===== src/dasp_pkg.sv =====
`default_nettype none

package dasp_pkg;

   // ****************************************
   // Register map
   // ****************************************
   localparam int ADDR_W = 8;
   localparam logic [7:0] FMT_CTRL_OFS = 8'h70;
   localparam logic [7:0] ROLE_CTRL_OFS = 8'h74;
   localparam logic [7:0] STATUS_OFS = 8'h78;
   localparam logic [15:0] FMT_CTRL_RST = 16'h0a00;
   localparam logic [2:0] ROLE_CTRL_RST = 3'h0;
   localparam logic [1:0] RESP_OKAY = 2'h0;
   localparam logic [1:0] RESP_SLVERR = 2'h2;

   // ****************************************
   // Field positions
   // ****************************************
   localparam int BCLK_INV_BIT = 15;
   localparam int TRI_BIT = 13;
   localparam int LRCLK_INV_BIT = 12;
   localparam int WL_LSB = 10;
   localparam int FMT_LSB = 8;
   localparam int DAC_MASTER_BIT = 0;
   localparam int ADC_MASTER_BIT = 1;
   localparam int ADC_SEP_BIT = 2;
   localparam int STAT_CNT_LSB = 0;
   localparam int STAT_HALF_LSB = 16;

   // ****************************************
   // Encodings
   // ****************************************
   typedef enum logic [1:0] {
      FMT_RJ = 2'h0,
      FMT_LJ = 2'h1,
      FMT_I2S = 2'h2,
      FMT_DSP = 2'h3
   } dasp_fmt_t;

   localparam logic [1:0] WL_16 = 2'h0;
   localparam logic [1:0] WL_20 = 2'h1;
   localparam logic [1:0] WL_24 = 2'h2;
   localparam logic [5:0] LEN_16 = 6'h10;
   localparam logic [5:0] LEN_20 = 6'h14;
   localparam logic [5:0] LEN_24 = 6'h18;
   localparam logic [5:0] LEN_32 = 6'h20;

   // ****************************************
   // Timing
   // ****************************************
   localparam int CLK_PERIOD_NS = 10;
   localparam int BCLK_HALF_NS = 40;
   localparam int BCLK_HALF_CYC =
      (BCLK_HALF_NS + CLK_PERIOD_NS - 1) / CLK_PERIOD_NS;
   localparam int DIV_W = 4;
   localparam logic [DIV_W-1:0] DIV_LAST = DIV_W'(BCLK_HALF_CYC - 1);
   localparam int FRAME_CNT_W = 6;
   localparam logic [6:0] CNT_MAX = 7'h7f;

endpackage : dasp_pkg

`default_nettype wire


===== src/dasp_clk_gen.sv =====
`default_nettype none

module dasp_clk_gen
   import dasp_pkg::*;
(
   input wire logic core_clk,
   input wire logic nrst,
   input wire logic enable,
   input wire logic dspMode,
   output logic bitClk,
   output logic wordClk
);

   logic [DIV_W-1:0] divCnt;
   logic [FRAME_CNT_W-1:0] bitCnt;
   logic [FRAME_CNT_W-1:0] next_bitCnt;

   assign next_bitCnt = bitCnt + 1'b1;

   // Word clock moves only on the falling bit clock edge, so the far end
   // always samples it stable on the rising edge.
   always_ff @(posedge core_clk) begin
      if (!nrst || !enable) begin
         divCnt <= '0;
         bitClk <= 1'b0;
         bitCnt <= '0;
         wordClk <= 1'b0;
      end else if (divCnt == DIV_LAST) begin
         divCnt <= '0;
         bitClk <= !bitClk;
         if (bitClk) begin
            bitCnt <= next_bitCnt;
            if (dspMode) begin
               wordClk <= (next_bitCnt == '0);
            end else begin
               wordClk <= next_bitCnt[FRAME_CNT_W-1];
            end
         end
      end else begin
         divCnt <= divCnt + 1'b1;
      end
   end

endmodule : dasp_clk_gen

`default_nettype wire


===== src/dasp_serial_port.sv =====
// Function
// - Four dedicated pins: data out, in, clocks
// - Master drives clocks, slave receives them
// - Separate ADC word and bit clocks offered
// - ADC and DAC roles chosen independently when ADC clocks are separate
// - Left, right justified, I2S, DSP A/B framing
// - Every word shifts MSB first, LSB last
// - Float bit releases clocks and data out
// - DSP mode A: MSB on second edge
// - DSP mode B: MSB on first edge
// - Word length code picks 16/20/24/32 bits
// - Format code selects RJ, LJ, I2S, DSP
// - Left justified: MSB on first edge
// - Right justified: LSB before word transition
// - I2S: MSB on second edge after transition
`default_nettype none

module dasp_serial_port
   import dasp_pkg::*;
(
   input wire logic core_clk,
   input wire logic nrst,
   // Register bus
   input wire logic [dasp_pkg::ADDR_W-1:0] s_axi_awaddr,
   input wire logic s_axi_awvalid,
   output logic s_axi_awready,
   input wire logic [31:0] s_axi_wdata,
   input wire logic [3:0] s_axi_wstrb,
   input wire logic s_axi_wvalid,
   output logic s_axi_wready,
   output logic [1:0] s_axi_bresp,
   output logic s_axi_bvalid,
   input wire logic s_axi_bready,
   input wire logic [dasp_pkg::ADDR_W-1:0] s_axi_araddr,
   input wire logic s_axi_arvalid,
   output logic s_axi_arready,
   output logic [31:0] s_axi_rdata,
   output logic [1:0] s_axi_rresp,
   output logic s_axi_rvalid,
   input wire logic s_axi_rready,
   // Converter side
   input wire logic [31:0] adcLeft,
   input wire logic [31:0] adcRight,
   output logic [31:0] dacLeft,
   output logic [31:0] dacRight,
   output logic dacStrobe,
   // Serial port pins
   output logic adcSerialOut,
   output logic adcSerialOutOe,
   input wire logic dacSerialIn,
   input wire logic wordClockIn,
   output logic wordClockOut,
   output logic wordClockOe,
   input wire logic bitClockIn,
   output logic bitClockOut,
   output logic bitClockOe,
   input wire logic adcWordSelectClockIn,
   output logic adcWordSelectClockOut,
   output logic adcWordSelectClockOe,
   input wire logic adcSerialBitClockIn,
   output logic adcSerialBitClockOut,
   output logic adcSerialBitClockOe
);

   // ****************************************
   // Registers and decoded controls
   // ****************************************
   logic [15:0] serialPortFormatControl;
   logic [2:0] roleControl;
   logic [15:0] frameCount;
   logic bitClockPolaritySelect;
   logic portPinsFloatForce;
   logic wordClockPolaritySelect;
   logic [1:0] sampleWordLength;
   dasp_fmt_t framingFormatSelect;
   logic dspMode;
   logic [5:0] wordBits;
   logic wsInvert;
   logic leftLevel;

   assign bitClockPolaritySelect = serialPortFormatControl[BCLK_INV_BIT];
   assign portPinsFloatForce = serialPortFormatControl[TRI_BIT];
   assign wordClockPolaritySelect = serialPortFormatControl[LRCLK_INV_BIT];
   assign sampleWordLength = serialPortFormatControl[WL_LSB +: 2];
   assign framingFormatSelect =
      dasp_fmt_t'(serialPortFormatControl[FMT_LSB +: 2]);
   assign dspMode = (framingFormatSelect == FMT_DSP);
   // In DSP framing the polarity bit picks mode A or B instead
   assign wsInvert = wordClockPolaritySelect && !dspMode;
   // I2S carries the left word while the word clock is low
   assign leftLevel = (framingFormatSelect != FMT_I2S);

   always_comb begin
      case (sampleWordLength)
         WL_16: wordBits = LEN_16;
         WL_20: wordBits = LEN_20;
         WL_24: wordBits = LEN_24;
         default: wordBits = LEN_32;
      endcase
   end

   // ****************************************
   // Pin synchronisers
   // ****************************************
   logic [4:0] pinMeta;
   logic [4:0] pinSync;

   always_ff @(posedge core_clk) begin
      if (!nrst) begin
         pinMeta <= '0;
         pinSync <= '0;
      end else begin
         pinMeta <= {dacSerialIn, adcWordSelectClockIn, adcSerialBitClockIn,
                     wordClockIn, bitClockIn};
         pinSync <= pinMeta;
      end
   end

   // ****************************************
   // Master clock generators
   // ****************************************
   logic [1:0] pathMaster;
   logic [1:0] genBit;
   logic [1:0] genWord;

   assign pathMaster[0] = roleControl[DAC_MASTER_BIT];
   assign pathMaster[1] = roleControl[ADC_MASTER_BIT]
      && roleControl[ADC_SEP_BIT];

   genvar g;
   generate
      for (g = 0; g < 2; g++) begin : genClk
         dasp_clk_gen uGen (
            .core_clk(core_clk),
            .nrst(nrst),
            .enable(pathMaster[g]),
            .dspMode(dspMode),
            .bitClk(genBit[g]),
            .wordClk(genWord[g])
         );
      end
   endgenerate

   // ****************************************
   // Timing source per path
   // ****************************************
   // Path 0 serves the DAC input, path 1 the ADC output. Sources carry
   // the effective polarity: pins are corrected on the way in and out.
   logic [1:0] effBit;
   logic [1:0] effWord;

   always_comb begin
      effBit[0] = pathMaster[0] ? genBit[0]
         : pinSync[0] ^ bitClockPolaritySelect;
      effWord[0] = pathMaster[0] ? genWord[0] : pinSync[1] ^ wsInvert;
      if (!roleControl[ADC_SEP_BIT]) begin
         effBit[1] = effBit[0];
         effWord[1] = effWord[0];
      end else if (pathMaster[1]) begin
         effBit[1] = genBit[1];
         effWord[1] = genWord[1];
      end else begin
         effBit[1] = pinSync[2] ^ bitClockPolaritySelect;
         effWord[1] = pinSync[3] ^ wsInvert;
      end
   end

   // ****************************************
   // Bit position tracking
   // ****************************************
   function automatic logic [7:0] posOf(
      input logic [6:0] idx,
      input logic [6:0] half,
      input dasp_fmt_t fmt,
      input logic [5:0] len,
      input logic modeB
   );
      logic [7:0] pos;
      pos = {1'b0, idx};
      case (fmt)
         FMT_RJ: pos = {1'b0, idx} - ({1'b0, half} - {2'b0, len});
         FMT_LJ: pos = {1'b0, idx};
         FMT_I2S: pos = {1'b0, idx} - 8'h01;
         default: pos = modeB ? {1'b0, idx}
            : {1'b0, idx} - 8'h01;
      endcase
      return pos;
   endfunction : posOf

   logic bitPrev [2];
   logic wordAtRise [2];
   logic [6:0] edgeCnt [2];
   logic [6:0] halfLen [2];
   logic [1:0] riseEv;
   logic [1:0] fallEv;
   logic [1:0] newHalf;
   logic [6:0] idxNow [2];
   logic [7:0] posNow [2];
   logic [7:0] posLimit;

   assign posLimit = dspMode ? {1'b0, wordBits, 1'b0} : {2'b0, wordBits};

   generate
      for (g = 0; g < 2; g++) begin : genTrack
         assign riseEv[g] = effBit[g] && !bitPrev[g];
         assign fallEv[g] = !effBit[g] && bitPrev[g];
         // A rising edge that sees a new word clock level opens a half;
         // in DSP framing only the rising word clock opens a frame.
         assign newHalf[g] = dspMode ? (effWord[g] && !wordAtRise[g])
            : (effWord[g] != wordAtRise[g]);
         assign idxNow[g] = newHalf[g] ? 7'h00
            : (edgeCnt[g] == CNT_MAX) ? CNT_MAX : edgeCnt[g] + 7'h01;
         assign posNow[g] = posOf(idxNow[g], halfLen[g],
            framingFormatSelect, wordBits, wordClockPolaritySelect);

         always_ff @(posedge core_clk) begin
            if (!nrst) begin
               bitPrev[g] <= 1'b0;
               wordAtRise[g] <= 1'b0;
               edgeCnt[g] <= CNT_MAX;
               halfLen[g] <= '0;
            end else begin
               bitPrev[g] <= effBit[g];
               if (riseEv[g]) begin
                  wordAtRise[g] <= effWord[g];
                  edgeCnt[g] <= idxNow[g];
                  // Right justified placement needs the half length,
                  // so it settles only after one full half was seen.
                  if (newHalf[g] && !dspMode) begin
                     halfLen[g] <= edgeCnt[g] + 7'h01;
                  end
               end
            end
         end
      end
   endgenerate

   // ****************************************
   // DAC receive
   // ****************************************
   logic [31:0] rxShift;
   logic rxInRange;
   logic [31:0] rxNext;

   assign rxInRange = posNow[0] < posLimit;
   assign rxNext = {rxShift[30:0], pinSync[4]};

   always_ff @(posedge core_clk) begin
      if (!nrst) begin
         rxShift <= '0;
         dacLeft <= '0;
         dacRight <= '0;
         dacStrobe <= 1'b0;
      end else begin
         dacStrobe <= 1'b0;
         if (riseEv[0]) begin
            if (newHalf[0]) begin
               if (dspMode || wordAtRise[0] != leftLevel) begin
                  dacRight <= rxShift;
                  dacStrobe <= 1'b1;
               end else begin
                  dacLeft <= rxShift;
               end
               rxShift <= rxInRange ? {31'h0, pinSync[4]} : '0;
            end else if (rxInRange) begin
               if (dspMode && posNow[0] == {2'b0, wordBits} - 8'h01) begin
                  dacLeft <= rxNext;
                  rxShift <= '0;
               end else begin
                  rxShift <= rxNext;
               end
            end
         end
      end
   end

   // ****************************************
   // ADC transmit
   // ****************************************
   // Data is launched on the falling edge ahead of the rising edge that
   // samples it, using the word clock level already present then.
   logic [31:0] txLeft;
   logic [31:0] txRight;
   logic txChanRight;
   logic [7:0] txPos;
   logic [7:0] txBitSel;
   logic [31:0] txWord;
   logic txInRange;

   always_comb begin
      if (dspMode) begin
         txChanRight = posNow[1] >= {2'b0, wordBits};
      end else begin
         txChanRight = effWord[1] != leftLevel;
      end
      txPos = (dspMode && txChanRight)
         ? posNow[1] - {2'b0, wordBits} : posNow[1];
      txBitSel = {2'b0, wordBits} - 8'h01 - txPos;
      if (txChanRight) begin
         txWord = newHalf[1] ? adcRight : txRight;
      end else begin
         txWord = newHalf[1] ? adcLeft : txLeft;
      end
      txInRange = posNow[1] < posLimit;
   end

   always_ff @(posedge core_clk) begin
      if (!nrst) begin
         txLeft <= '0;
         txRight <= '0;
         adcSerialOut <= 1'b0;
      end else if (fallEv[1]) begin
         if (newHalf[1]) begin
            txLeft <= adcLeft;
            txRight <= adcRight;
         end
         adcSerialOut <= txInRange && txWord[txBitSel[4:0]];
      end
   end

   // ****************************************
   // Pin drivers
   // ****************************************
   always_ff @(posedge core_clk) begin
      if (!nrst) begin
         bitClockOut <= 1'b0;
         wordClockOut <= 1'b0;
         adcSerialBitClockOut <= 1'b0;
         adcWordSelectClockOut <= 1'b0;
         bitClockOe <= 1'b0;
         wordClockOe <= 1'b0;
         adcSerialBitClockOe <= 1'b0;
         adcWordSelectClockOe <= 1'b0;
         adcSerialOutOe <= 1'b0;
      end else begin
         bitClockOut <= genBit[0] ^ bitClockPolaritySelect;
         wordClockOut <= genWord[0] ^ wsInvert;
         adcSerialBitClockOut <= genBit[1] ^ bitClockPolaritySelect;
         adcWordSelectClockOut <= genWord[1] ^ wsInvert;
         bitClockOe <= pathMaster[0] && !portPinsFloatForce;
         wordClockOe <= pathMaster[0] && !portPinsFloatForce;
         adcSerialBitClockOe <= pathMaster[1] && !portPinsFloatForce;
         adcWordSelectClockOe <= pathMaster[1] && !portPinsFloatForce;
         adcSerialOutOe <= !portPinsFloatForce;
      end
   end

   // ****************************************
   // Register bus slave
   // ****************************************
   logic [ADDR_W-1:0] wrAddr;
   logic [31:0] wrData;
   logic [3:0] wrStrb;
   logic awHeld;
   logic wHeld;
   logic [31:0] rdValue;
   logic rdHit;

   always_ff @(posedge core_clk) begin
      if (!nrst) begin
         s_axi_awready <= 1'b0;
         s_axi_wready <= 1'b0;
         s_axi_bvalid <= 1'b0;
         s_axi_bresp <= RESP_OKAY;
         awHeld <= 1'b0;
         wHeld <= 1'b0;
         wrAddr <= '0;
         wrData <= '0;
         wrStrb <= '0;
         serialPortFormatControl <= FMT_CTRL_RST;
         roleControl <= ROLE_CTRL_RST;
      end else begin
         s_axi_awready <= !awHeld && !s_axi_awready && !s_axi_bvalid;
         s_axi_wready <= !wHeld && !s_axi_wready && !s_axi_bvalid;
         if (s_axi_awvalid && s_axi_awready) begin
            wrAddr <= s_axi_awaddr;
            awHeld <= 1'b1;
            s_axi_awready <= 1'b0;
         end
         if (s_axi_wvalid && s_axi_wready) begin
            wrData <= s_axi_wdata;
            wrStrb <= s_axi_wstrb;
            wHeld <= 1'b1;
            s_axi_wready <= 1'b0;
         end
         if (awHeld && wHeld && !s_axi_bvalid) begin
            s_axi_bvalid <= 1'b1;
            s_axi_bresp <= RESP_OKAY;
            if (wrAddr[7:2] == FMT_CTRL_OFS[7:2]) begin
               if (wrStrb[0]) begin
                  serialPortFormatControl[7:0] <= wrData[7:0];
               end
               if (wrStrb[1]) begin
                  serialPortFormatControl[15:8] <= wrData[15:8];
               end
            end else if (wrAddr[7:2] == ROLE_CTRL_OFS[7:2]) begin
               if (wrStrb[0]) begin
                  roleControl <= wrData[2:0];
               end
            end else if (wrAddr[7:2] != STATUS_OFS[7:2]) begin
               s_axi_bresp <= RESP_SLVERR;
            end
         end
         if (s_axi_bvalid && s_axi_bready) begin
            s_axi_bvalid <= 1'b0;
            awHeld <= 1'b0;
            wHeld <= 1'b0;
         end
      end
   end

   always_comb begin
      rdHit = 1'b1;
      rdValue = '0;
      case (s_axi_araddr[7:2])
         FMT_CTRL_OFS[7:2]: rdValue[15:0] = serialPortFormatControl;
         ROLE_CTRL_OFS[7:2]: rdValue[2:0] = roleControl;
         STATUS_OFS[7:2]: begin
            rdValue[STAT_CNT_LSB +: 16] = frameCount;
            rdValue[STAT_HALF_LSB +: 7] = halfLen[0];
         end
         default: rdHit = 1'b0;
      endcase
   end

   always_ff @(posedge core_clk) begin
      if (!nrst) begin
         s_axi_arready <= 1'b0;
         s_axi_rvalid <= 1'b0;
         s_axi_rdata <= '0;
         s_axi_rresp <= RESP_OKAY;
      end else begin
         s_axi_arready <= !s_axi_arready && !s_axi_rvalid;
         if (s_axi_arvalid && s_axi_arready) begin
            s_axi_arready <= 1'b0;
            s_axi_rvalid <= 1'b1;
            s_axi_rdata <= rdValue;
            s_axi_rresp <= rdHit ? RESP_OKAY : RESP_SLVERR;
         end
         if (s_axi_rvalid && s_axi_rready) begin
            s_axi_rvalid <= 1'b0;
         end
      end
   end

   always_ff @(posedge core_clk) begin
      if (!nrst) begin
         frameCount <= '0;
      end else if (riseEv[0] && newHalf[0]
                   && (dspMode || wordAtRise[0] != leftLevel)) begin
         frameCount <= frameCount + 16'h0001;
      end
   end

endmodule : dasp_serial_port

`default_nettype wire


===== config.mk =====
export PLATFORM = sky130hd
export DESIGN_NAME = dasp_serial_port
export DESIGN_NICKNAME = d
export VERILOG_FILES = /design/src/dasp_pkg.sv /design/src/dasp_clk_gen.sv /design/src/dasp_serial_port.sv
export SDC_FILE = /design/constraint.sdc
export NUM_CORES = 1
export LEC_CHECK = 0
export ABC_AREA = 1
export BUFFER_PORTS_ARGS = -buffer_cell sky130_fd_sc_hd__buf_4
export CORE_MARGIN = 3
export CORE_UTILIZATION = 55
export DETAILED_ROUTE_END_ITERATION = 10
export GPL_ROUTABILITY_DRIVEN = 0
export PLACE_DENSITY = 0.77
export SETUP_SLACK_MARGIN = 0.2
export SYNTH_ARGS = -nofsm -noshare
export SYNTH_HDL_FRONTEND = slang
export SYNTH_SLANG_ARGS = --single-unit
export TNS_END_PERCENT = 100

===== constraint.sdc =====
create_clock -name core_clk -period 10.6 [get_ports core_clk]
set_clock_uncertainty 0.15 [all_clocks]
set_input_delay 2.12 -clock core_clk [delete_from_list [all_inputs] [get_ports core_clk]]
set_output_delay 2.12 -clock core_clk [all_outputs]
set_load 0.1 [all_outputs]

======== After elaboration in Yosys (flattened, before gate mapping) ========
Memories as Yosys holds them, arrays and structs flattened.
Cells that the tools add are included.
word-level totals
  register bits ........................... 298
  RAM bits ................................ 32
  bits of input ports ..................... 128
  output and inout port bits .............. 116
  logic and storage cells ................. 246
  memories kept ........................... 4
operators by class
  add/subtract/negate cells ............... 16
  $lt $le $gt $ge ......................... 4
  equal/unequal tests ..................... 22
  mux-type cells .......................... 68
  bitwise gates (word level) .............. 18
  reductions and logical operators ........ 73
memory list
  name        words  width  read ports  clocked after memory_dff  write ports  line                     RTL
  edgeCnt     2      7      2           0                         2            dasp_serial_port.sv:192  logic [6:0] edgeCnt [2];
  halfLen     2      7      2           0                         2            dasp_serial_port.sv:193  logic [6:0] halfLen [2];
  bitPrev     2      1      2           0                         2            dasp_serial_port.sv:190  logic bitPrev [2];
  wordAtRise  2      1      2           0                         2            dasp_serial_port.sv:191  logic wordAtRise [2];
operator list
  cell                                                                   count
  32-bit 2-to-1 mux                                                      10
  7-bit 2-to-1 mux                                                       10
  8-bit one-hot mux with 3 select lines                                  2
  1-bit 2-to-1 mux                                                       35
  6-bit by 5-bit equality test with 1-bit output, second input constant  5
  1-bit logical AND                                                      28
  13-bit one-hot mux with 2 select lines                                 1
  1-bit logical NOT                                                      19
  6-bit one-hot mux with 3 select lines                                  1
  16-bit by 1-bit adder with 16-bit output, second input constant        1
  8-bit by 7-bit < comparator with 1-bit output                          2
  8-bit 2-to-1 mux                                                       2
  7-bit by 1-bit subtractor with 8-bit output, second input constant     2
  7-bit by 6-bit subtractor with 8-bit output                            2
  7-bit by 8-bit subtractor with 8-bit output                            2
  7-bit by 1-bit adder with 7-bit output, second input constant          2
  7-bit equality test, second input constant                             2
  2-bit OR reduction                                                     7
  6-bit by 1-bit adder with 6-bit output, second input constant          2
  6-bit logical NOT                                                      2
  3-bit AND reduction                                                    4
  5-bit subtractor                                                       2
  3-bit one-hot mux with 3 select lines                                  1
  4-bit by 1-bit adder with 4-bit output, second input constant          2
  22 further kinds                                                       55

======== Logic depth before layout (Yosys ltp) ========
Gate-level depths: netlist (run 1).
  depth in word-level cells ............... 20
  depth in mapped cells ................... 39
  mapped depth without buffers ............ 37

======== Cells and area by module ========
A second synthesis (run 1) with hierarchy kept.
second synthesis, totals
  cell total of the unflattened synthesis .. 2322
  area total of the unflattened synthesis .. 16757.3 sq um
modules (own cells, without submodules)
  module            times used  cells each  area an instance (sq um)  seq. area each (sq um)
  dasp_serial_port  1           2160        15548.7                   6336.1
  dasp_clk_gen      2           81          604.3                     240.2

======== Worst setup path before layout (run 1) ========
OpenSTA, ideal clock, no wires.
  kind .................................... flip-flop to flip-flop
  start ................................... reg serialPortFormatControl[9]
  end ..................................... reg adcSerialOut
  setup time .............................. 0.132 ns
  arrival time ............................ 5.368 ns
  data required time ...................... 10.318 ns
  setup slack ............................. 4.949 ns
  stages on the path, launching flop included .. 38
  path buffers ............................ 2
  clock period less this slack ............ 5.651 ns
  path through ............................ dfxtp_1 buf_4 nand2_2 buf_6 nand2_1 or2_0 a31o_2 o21ai_2 ha_1 nand2_1 o21ai_4 nand2_1 inv_1 fa_1 ha_1 nand2_1 nand2_1 a31oi_1 [2 not listed] nand2_1 inv_1 ha_1 a21oi_1 nand4_1 nor2_2 nand2_2 nand2_2 nor2_1 a21oi_1 ha_1 nand3b_1 nand2_1 inv_1 nand3_1 nand3_1 nand3_1 a21oi_1
RTL lines
  element                 line                     RTL
  from (decl)             dasp_serial_port.sv:68   logic [15:0] serialPortFormatControl;
  from (signal assigned)  dasp_serial_port.sv:394  serialPortFormatControl[15:8] <= wrData[15:8];
  to (signal assigned)    dasp_serial_port.sv:317  adcSerialOut <= txInRange && txWord[txBitSel[4:0]];
  to (decl)               dasp_serial_port.sv:48   output logic adcSerialOut,

======== Final worst setup path (run 1) ========
  start ................................... reg serialPortFormatControl[9]
  end ..................................... reg dacLeft[22]
on the way
  word-level cells in the longest chain between the ends .. 15
  elaborated cells between the ends (all ways) .. 28
  classes of those cells .................. add/sub (2); order compare (1); eq/ne (8); mux (7); bitwise (1); reduce/logical (9)
RTL lines
  element                                                                               line                     RTL
  branches (longest 15 deep; another with 7-bit by 1-bit subtractor with 8-bit output)  -
  to (signal assigned)                                                                  dasp_serial_port.sv:262  dacLeft <= rxShift;
  to (signal assigned)                                                                  dasp_serial_port.sv:267  dacLeft <= rxNext;
  to (decl)                                                                             dasp_serial_port.sv:44   output logic [31:0] dacLeft,
Parallel ways; which one is timed is not known.
A chain may end at the register's enable or synchronous reset.

==> metrics, run 1 <==
I/O Buffers 210; initial antenna violation count 0; Starting Density 56.3%; critical path type flip-flop to flip-flop; Routed Antenna Nets 0; Worst Setup SP serialPortFormatControl[9]$_SDFFE_PN1P_; postcts setup bufs 0; R2R depth 35; PnR Total Power 3.08 mW; wire per inst 15.4 um; part of the Yosys area used for sequential elements 41.7%; Worst Setup EP dacLeft[22]$_SDFFE_PN0P_; TritonCTS Buffers 36; worst-margin pin slew 1.19 ns; Fill cells 2545; Crit Path Max Fanout 54; most common cell after layout, fill and taps aside nand2_1; largest cells by area after synthesis dfxtp_1, o21ai_0, nand2_1, a21oi_1, inv_1; vias per inst 5.46; Slew Viols, Final 0; die height 178 um; worst relative slew slack 20.8%; number of synthesized flops with an enable pin 29; largest net degree at the start of global routing 131; fin crit period 8.57 ns; first-pass GRT wire length 70100 um; total routed wirelength 43400 um; Max Root-Sink Buffers 3; area share of the largest cell type after synthesis 36.4%; area of the multi-input gates 0.00793 sq mm; yosys warns 0; Critical Path Source Type flip-flop; root buffer cell clkbuf_16; max-cap violations 0; most frequent cells in the layout nand2_1, o21ai_0, dfxtp_1, inv_1, nor2_1; crit end category flip-flop; clk slew on worst S/H paths 0.07 ns; vias in the first global route 14536; status complete, no violations; leak pwr 8.14 nW; Clock Latency Late Sink 0.53 ns; TritonCTS clock tree yes; Post-Synthesis Cells 2277; CTS sink cnt 326; Hold Crit Class flip-flop to flip-flop; RSZ-0062 raised after global routing no; final-stage net count 2598; FFs w/ async S/R, synth 0%; row count 62; slowest stage delay, CP 0.69 ns; Yosys top cell by area dfxtp_1; # DRC 0; layout cells sized above 1 13.2%; total track usage 26.6%; flop and latch count out of synthesis 326; Arr. time, crit path 8.87 ns; number of distinct library cells after synthesis 53; number of setup violations in the final report 0; hold bufs inserted after CTS 0; Die Span X 178 um; final hold violation count 0; cell mode on critical path inv_1; via count 15399; detailed router's first-iteration violation count 1211; Synth Area per Inst 7.18 sq um; die area 0.0318 sq mm; worst r2r src serialPortFormatControl[9]$_SDFFE_PN1P_; Synth Cell Area 0.0163 sq mm; Reg-to-Reg End dacLeft[22]$_SDFFE_PN0P_; HPWL after detailed placement 29800 um; Final Cycle Share 80.9%; total congestion overflow 0; hold_ws 0.267 ns; Core Box Area 0.0290 sq mm; # IOs 244; P&R area growth vs syn 17.3%; cts repair resizes 0; Pwr Density 161 mW/mm^2; DR pass1 iterations 5; H-tree Lvls 2; maximum vdd drop 0.000134 V; Top FF cell, synth dfxtp_1; Max Freq 0.117 GHz; final core utilization 66.1%; Setup TNS 0 ns; slowest library cell on the worst path inv_2; n_diodes 0; Storage cell area 0.00682 sq mm; reg2reg setup slack 2.03 ns; Critical Path RT 10.90 ns
-- registers in the layout (all words and copies together), names as in the netlist, 8 cells and up --
name and count:
dacLeft 32, dacRight 32, edgeCnt 14, frameCount 16, genClk.uGen.bitCnt 12, genClk.uGen.divCnt 8, halfLen 14, rxShift 32
s_axi_rdata 23, serialPortFormatControl 16, txLeft 32, txRight 32, wrData 16
-- synth_stat cells, drive strengths merged (2+ instances only) --
cell type and n:
nand2 398, o21ai 348, dfxtp 297, inv 277
nor2 230, a21oi 205, nand3 155, clkbuf 85
ha 49, buf 47, edfxtp 29, nor3 26
xor2 22, o211ai 19, nand4 13, fa 11
o221ai 11, or2 11, xnor2 8, nor4 5
o2111ai 5, a31oi 3, o22ai 3, a21o 2
a22oi 2, a31o 2, clkinv 2, mux2i 2
nor3b 2, o21a 2
-- per-stage QoR --
| step | std cells | setup WS, ns | cell area, sq um |
|---|---|---|---|
| after global routing | 2820 | 1.17 | 19200 |
| after detailed placement | 2756 | 2.15 | 17900 |
| after floorplan | 2287 | 4.95 | 16400 |
| after global placement | 2756 | 2.39 | 17900 |
| after CTS | 2820 | 2.09 | 19200 |
| final | 2820 | 2.03 | 19200 |
-- cells by family after synthesis --
kind of cell	after synthesis	synth area share, %
and+or+nand+nor	843	21.7
AOI/OAI and AO/OA	604	19.5
buffers and inverters	411	10.2
DFF	326	41.7
adders and majority gates	60	5.10
xor gates and xnor gates	30	1.61
muxes	2	0.122
other	1	0.0229
-- metal layers --
metal / vias to the layer above / GRT usage [%] / wire length [um]
li1: 7715 / - / -
met1: 7125 / 34.3 / 18400
met2: 476 / 44.6 / 20600
met3: 83 / 5.83 / 3270
met4: 0 / 7.95 / 1150
met5: - / 0 / 0
-- power by group --
part           leakage [nW]  internal [mW]  switching [mW]  total, mW
clock network         0.618          0.827           0.503       1.33
logic                  4.86          0.134           0.317      0.451
registers              2.67           1.28          0.0215       1.30
-- critical path: cells and delay by family (launching register included) --
family,cells,cell delay [ns]
flip-flops,1,0.47
AO/OA/AOI/OAI,7,1.17
AND/OR/NAND/NOR,14,2.77
buffers and inverters,10,2.28
adder cells (fa/ha/maj),4,1.55
-- worst min-delay path by stage --
stage                       endpoint  cells after the start  slack, ns             startpoint
2_1_floorplan  pinSync[0]$_SDFF_PN0_                      2       0.24  pinMeta[0]$_SDFF_PN0_
3_3_place_gp   pinSync[4]$_SDFF_PN0_                      2       0.25  pinMeta[4]$_SDFF_PN0_
3_5_place_dp   pinSync[0]$_SDFF_PN0_                      2       0.25  pinMeta[0]$_SDFF_PN0_
4_1_cts        pinSync[0]$_SDFF_PN0_                      2       0.27  pinMeta[0]$_SDFF_PN0_
5_1_grt        pinSync[0]$_SDFF_PN0_                      2       0.29  pinMeta[0]$_SDFF_PN0_
6_report       pinSync[0]$_SDFF_PN0_                      2       0.27  pinMeta[0]$_SDFF_PN0_
-- cell type report --
type | instances | area share, %
Multi-Input combinational cell | 1550 | 41.4
Clock buffer | 49 | 5.37
Tap cell | 384 | 2.51
Inverter | 279 | 5.46
Sequential cell | 326 | 35.5
Clock inverter | 15 | 1.24
Timing Repair Buffer | 217 | 8.51
Power figures use the tool's default switching activity.
==> inputs of run 2 (changes only) <==
--- a/config.mk
+++ b/config.mk
@@ -5,13 +5,13 @@
 export SDC_FILE = /design/constraint.sdc
 export NUM_CORES = 1
 export LEC_CHECK = 0
-export ABC_AREA = 1
+export ABC_AREA = 0
 export BUFFER_PORTS_ARGS = -buffer_cell sky130_fd_sc_hd__buf_4
 export CORE_MARGIN = 3
-export CORE_UTILIZATION = 55
+export CORE_UTILIZATION = 53
 export DETAILED_ROUTE_END_ITERATION = 10
 export GPL_ROUTABILITY_DRIVEN = 0
-export PLACE_DENSITY = 0.77
+export PLACE_DENSITY = 0.78
 export SETUP_SLACK_MARGIN = 0.2
 export SYNTH_ARGS = -nofsm -noshare
 export SYNTH_HDL_FRONTEND = slang
==> constraint.sdc (replaced) <==
create_clock -name core_clk -period 7.1 [get_ports core_clk]
set_clock_uncertainty 0.15 [all_clocks]
set_input_delay 1.42 -clock core_clk [delete_from_list [all_inputs] [get_ports core_clk]]
set_output_delay 1.42 -clock core_clk [all_outputs]
set_load 0.1 [all_outputs]
==> run 2 against run 1 <==
Worst setup slack got worse by 1.6 ns. Clock power rose by 38%. Combinational power rose by 62%. Power rose by 45%. Final area rose by 7.3%. Wire length rose by 8.6%. Area after synthesis rose by 6.0%. Flip-flop and latch count did not move. Die area rose by 9.7%. Global-route usage fell by 0.66 points. First-iteration DRC count fell by 0.83%. Critical endpoint is now adcSerialOut$_SDFFE_PN0P_.
==> metrics, run 2 <==
status complete, no violations; Critical Path RT 7.39 ns (-3.51 ns); metal3 WL 4120 um (+26%); Max Freq 0.150 GHz (+29%); Routed Antenna Nets 0 (unchanged); Starting Density 54.4% (-2.0 points); total track usage 25.9% (-0.66 points); leak pwr 8.28 nW (+1.7%); wire per inst 17.7 um (+15%); vias per inst 5.81 (+6.3%); total congestion overflow 0 (unchanged); number of setup violations in the final report 0 (unchanged); initial antenna violation count 5 (+5); # IOs 244 (unchanged); Crit Path Max Fanout 6 (-89%); Post-Synthesis Cells 2045 (-10%); vias in the first global route 15039 (+3.5%); Routed met1 length 19600 um (+6.9%); TritonCTS Buffers 35 (-2.8%); area of the multi-input gates 0.00989 sq mm (+25%); layout cells sized above 1 16.8% (+3.6 points); largest cells by area after synthesis dfxtp_1, nand2_1, a21boi_0, edfxtp_1, mux2i_1; TritonCTS clock tree yes; Arr. time, crit path 6.95 ns (-1.92 ns); final core utilization 64.5% (-1.6 points); Final Cycle Share 93.9% (+13 points); Core Box Area 0.0319 sq mm (+9.9%); Max Root-Sink Buffers 3 (unchanged); total routed wirelength 47100 um (+8.6%); via count 15476 (+0.50%); worst-margin pin slew 1.06 ns (-0.123 ns); Die Span X 187 um (+4.7%); die height 187 um (+4.7%); cell mode on critical path buf_4; Fill cells 2669 (+4.9%); hold bufs inserted after CTS 0 (unchanged); Critical Path Source Type flip-flop; fin crit period 6.67 ns (-1.91 ns); Hold Crit Class flip-flop to flip-flop; maximum vdd drop 0.000197 V (+47%); slowest library cell on the worst path fa_1; Setup TNS 0 ns (unchanged); Synth Area per Inst 8.47 sq um (+18%); first-pass GRT wire length 76400 um (+9.0%); crit end category flip-flop; row count 65 (+4.8%); most frequent cells in the layout nand2_1, dfxtp_1, buf_4, a21boi_0, nor2_1; clk slew on worst S/H paths 0.06 ns (about the same); FFs w/ async S/R, synth 0% (unchanged); Placed Area 0.0192 sq mm (+7.3%); RSZ-0062 raised after global routing yes; number of distinct library cells after synthesis 84 (+58%); CTS sink cnt 326 (unchanged); Top FF cell, synth dfxtp_1; Final Cell Area 0.0206 sq mm (+7.3%); max-cap violations 0 (unchanged); most frequent cells after synthesis nand2_1, dfxtp_1, a21boi_0, nor2_1, clkbuf_1; worst relative slew slack 29.1% (+8.3 points); final hold violation count 0 (unchanged); slowest stage delay, CP 0.50 ns (-0.19 ns); Yosys top cell by area dfxtp_1; # DRC 0 (unchanged); detailed router's first-iteration violation count 1201 (-0.83%); fin cells 2665 (-5.5%); Pwr Density 217 mW/mm^2 (+35%); H-tree Lvls 2 (unchanged); Met2 Wirelength 21700 um (+5.6%); P&R area growth vs syn 18.7%; die area 0.0349 sq mm (+9.7%); Slew Viols, Final 0 (unchanged); Storage cell area 0.00682 sq mm (about the same); top-count cell post-synth nand2_1; area share of the largest cell type after synthesis 34.3% (-2.1 points); Synth Cell Area 0.0173 sq mm (+6.0%); critical path type flip-flop to flip-flop; Post-Place Cells 2588 (-6.1%); Highest Signal Layer met5; most common cell after layout, fill and taps aside nand2_1; I/O Buffers 210 (unchanged); HPWL after detailed placement 32300 um (+8.4%); final-stage net count 2390 (-8.0%); Clock Latency Late Sink 0.53 ns (about the same); number of synthesized flops with an enable pin 29 (unchanged); root buffer cell clkbuf_16; part of the Yosys area used for sequential elements 39.3% (-2.4 points); flop and latch count out of synthesis 326 (unchanged); yosys warns 0 (unchanged); DR pass1 iterations 6 (+1); largest net degree at the start of global routing 160 (+22%)
[run 2: what timing repair did]
item,in CTS,in global routing
buffers inserted,6,6
resized for setup,5,21
endpoints found under the setup margin,1,64
pin swaps,2,7
gates cloned,0,0
[run 2: final timing paths]
| path | cells after the start | to | from | slack [ns] |
|---|---|---|---|---|
| worst max-delay path | 30 | adcSerialOut$_SDFFE_PN0P_ | serialPortFormatControl[12]$_SDFFE_PN0P_ | 0.43 |
| worst min register to register | 1 | pinSync[2]$_SDFF_PN0_ | pinMeta[2]$_SDFF_PN0_ | 0.28 |
| worst min-delay path | 1 | pinSync[2]$_SDFF_PN0_ | pinMeta[2]$_SDFF_PN0_ | 0.28 |
| worst max register to register | 30 | adcSerialOut$_SDFFE_PN0P_ | serialPortFormatControl[12]$_SDFFE_PN0P_ | 0.43 |
[run 2: logic make-up (layout without fill, tap and decap cells)]
| group | Yosys count | count (layout) | share of synthesized area [%] |
|---|---|---|---|
| AO/OA/AOI/OAI | 486 | 486 | 19.9 |
| XOR/XNOR | 61 | 61 | 3.08 |
| adder cells (fa/ha/maj) | 60 | 60 | 4.81 |
| buffers and inverters | 207 | 378 | 4.98 |
| flip-flops | 326 | 326 | 39.3 |
| multiplexers | 86 | 86 | 6.28 |
| other | 1 | 15 | 0.0216 |
| AND/OR/NAND/NOR | 818 | 818 | 21.5 |
[run 2: critical path, delay by kind of cell (launching register included)]
| kind | cells | cell delay, ns |
|---|---|---|
| compound gates | 15 | 2.70 |
| fa+ha+maj | 4 | 1.49 |
| mux | 1 | 0.12 |
| flops | 1 | 0.33 |
| simple gates | 5 | 1.05 |
| buf+inv | 5 | 0.72 |
[run 2: cell type report]
type	count	area share [%]
antenna	4	0.0487
clock buffer	57	5.26
clock inverter	4	0.292
inverter	62	1.13
multi-input combinational	1522	48.1
sequential	326	33.1
tap	435	2.65
timing repair buffer	255	9.40
[run 2: through the flow]
stage	total power, mW	hold WS [ns]	setup slack [ns]
2_1_floorplan	2.43	0.262	0.214
3_3_place_gp	2.61	0.271	0.237
3_5_place_dp	2.63	0.274	0.0767
4_1_cts	4.45	0.288	0.238
5_1_grt	4.62	0.294	0.121
6_report	4.46	0.283	0.434
[run 2: report_power, final]
part           switching (mW)  internal (mW)  leakage, nW
clock                   0.747           1.08        0.559
sequential             0.0181           1.88         2.65
combinational           0.453          0.279         5.07
total                    1.22           3.24         8.28
[run 2: metal layers]
metal / track usage (%) / vias up
met5: 0 / -
met4: 9.39 / 2
met3: 5.79 / 115
met2: 42.4 / 615
met1: 33.8 / 7341
li1: - / 7403
==> inputs of run 3 (changes only) <==
--- a/config.mk
+++ b/config.mk
@@ -12,6 +12,7 @@
 export DETAILED_ROUTE_END_ITERATION = 10
 export GPL_ROUTABILITY_DRIVEN = 0
 export PLACE_DENSITY = 0.78
+export RECOVER_POWER = 25
 export SETUP_SLACK_MARGIN = 0.2
 export SYNTH_ARGS = -nofsm -noshare
 export SYNTH_HDL_FRONTEND = slang
==> run 3 against run 2 <==
Worst hold slack worse by 0.00059 ns. Global-route usage unchanged. Non-clock buffer count stayed put. Highest routed layer unchanged. Critical path type unchanged.
==> metrics, run 3 (synthesis gave the netlist of run 2 again) <==
Starting Density 54.4% (unchanged); maximum vdd drop 0.000197 V (about the same); H-tree Lvls 2 (unchanged); most common cell after layout, fill and taps aside nand2_1; TritonCTS Buffers 35 (unchanged); Placed Area 0.0192 sq mm (unchanged); hold bufs inserted after CTS 0 (unchanged); critical path type flip-flop to flip-flop; leak pwr 8.02 nW (-3.2%); DR pass1 iterations 6 (unchanged); crit end category flip-flop; via count 15486 (+0.065%); cell mode on critical path buf_4; total routed wirelength 47100 um (about the same); fin cells 2665 (unchanged); total track usage 25.9% (unchanged); DP Worst Slack 0.0767 ns (unchanged); Core Box Area 0.0319 sq mm (unchanged); detailed router's first-iteration violation count 1266 (+5.4%); die area 0.0349 sq mm (unchanged); first-pass GRT wire length 76400 um (unchanged); total congestion overflow 0 (unchanged); worst relative slew slack 17.1% (-12 points); Max Freq 0.150 GHz (-0.11%); clk slew on worst S/H paths 0.06 ns (about the same); slowest stage delay, CP 0.50 ns (about the same); # DRC 0 (unchanged); Arr. time, crit path 6.96 ns (about the same); max-cap violations 0 (unchanged); final worst slack 0.427 ns (-0.00730 ns); hold_ws 0.282 ns (-0.000585 ns); initial antenna violation count 5 (unchanged); slowest library cell on the worst path fa_1; most frequent cells in the layout nand2_1, dfxtp_1, buf_4, a21boi_0, nor2_1; TritonCTS clock tree yes; Die Span X 187 um (unchanged); P&R area growth vs syn 17.4%; vias per inst 5.81 (about the same); Critical Path Source Type flip-flop; wire per inst 17.7 um (about the same); Slew Viols, Final 0 (unchanged); worst-margin pin slew 1.25 ns (+0.185 ns); HPWL after detailed placement 32300 um (unchanged); Pwr Density 219 mW/mm^2 (+1.1%); number of setup violations in the final report 0 (unchanged); Final Cell Area 0.0203 sq mm (-1.1%); CTS sink cnt 326 (unchanged); Max Root-Sink Buffers 3 (unchanged); fin crit period 6.67 ns (+0.00730 ns); Routed Antenna Nets 0 (unchanged); Final Cycle Share 94.0% (+0.10 points); Critical Path RT 7.38 ns (about the same); die height 187 um (unchanged); Hold Crit Class flip-flop to flip-flop; Post-Place Cells 2588 (unchanged); final-stage net count 2390 (unchanged); largest net degree at the start of global routing 160 (unchanged); Setup TNS 0 ns (unchanged); PnR Total Power 4.46 mW (about the same); vias in the first global route 15039 (unchanged); # IOs 244 (unchanged); root buffer cell clkbuf_16; status complete, no violations; Clock Latency Late Sink 0.53 ns (about the same); layout cells sized above 1 14.0% (-2.7 points); I/O Buffers 210 (unchanged); RSZ-0062 raised after global routing yes; final hold violation count 0 (unchanged); final core utilization 63.8% (-0.72 points); row count 65 (unchanged); Crit Path Max Fanout 6 (unchanged)
run 3: repair_timing:
item / in CTS / in global routing
gates resized for setup: 5 / 21
cloned: 0 / 0
pin swaps: 2 / 7
setup buffers: 6 / 6
endpoints found under the setup margin: 1 / 64
run 3: cell type report:
| cell class | count | area (sq um) |
|---|---|---|
| repair buffers | 255 | 1710 |
| clock inverters | 4 | 60.1 |
| clock buffers | 57 | 1080 |
| well taps | 435 | 544 |
| multi-input cells | 1522 | 9890 |
| inverters | 62 | 233 |
| fillers | 2742 | 11500 |
| diodes | 4 | 10.0 |
| flip-flops and latches | 326 | 6820 |
run 3: critical path: cells and delay by family, from the launching register on:
family                   cells  cell delay (ns)
AO/OA/AOI/OAI               15             2.73
adder cells (fa/ha/maj)      4             1.49
AND/OR/NAND/NOR              5             1.05
buffers and inverters        5             0.70
flip-flops                   1             0.33
multiplexers                 1             0.12
run 3: worst paths after layout:
check / slack, ns / startpoint / to / cells after the start
setup / recovery: 0.43 / serialPortFormatControl[12]$_SDFFE_PN0P_ / adcSerialOut$_SDFFE_PN0P_ / 30
hold / removal: 0.28 / pinMeta[2]$_SDFF_PN0_ / pinSync[2]$_SDFF_PN0_ / 1
setup reg to reg: 0.43 / serialPortFormatControl[12]$_SDFFE_PN0P_ / adcSerialOut$_SDFFE_PN0P_ / 30
hold reg to reg: 0.28 / pinMeta[2]$_SDFF_PN0_ / pinSync[2]$_SDFF_PN0_ / 1
run 3: power by group:
| part | internal, mW | switching (mW) |
|---|---|---|
| clock | 1.08 | 0.748 |
| combinational | 0.276 | 0.453 |
| sequential | 1.88 | 0.0181 |
run 3: routing by layer:
metal | up-vias | GRT usage, % | share of wire (%)
li1 | 7399 | - | -
met1 | 7351 | 33.8 | 42
met2 | 622 | 42.4 | 46
met3 | 112 | 5.79 | 8.7
met4 | 2 | 9.39 | 3.3
met5 | - | 0 | 0.030
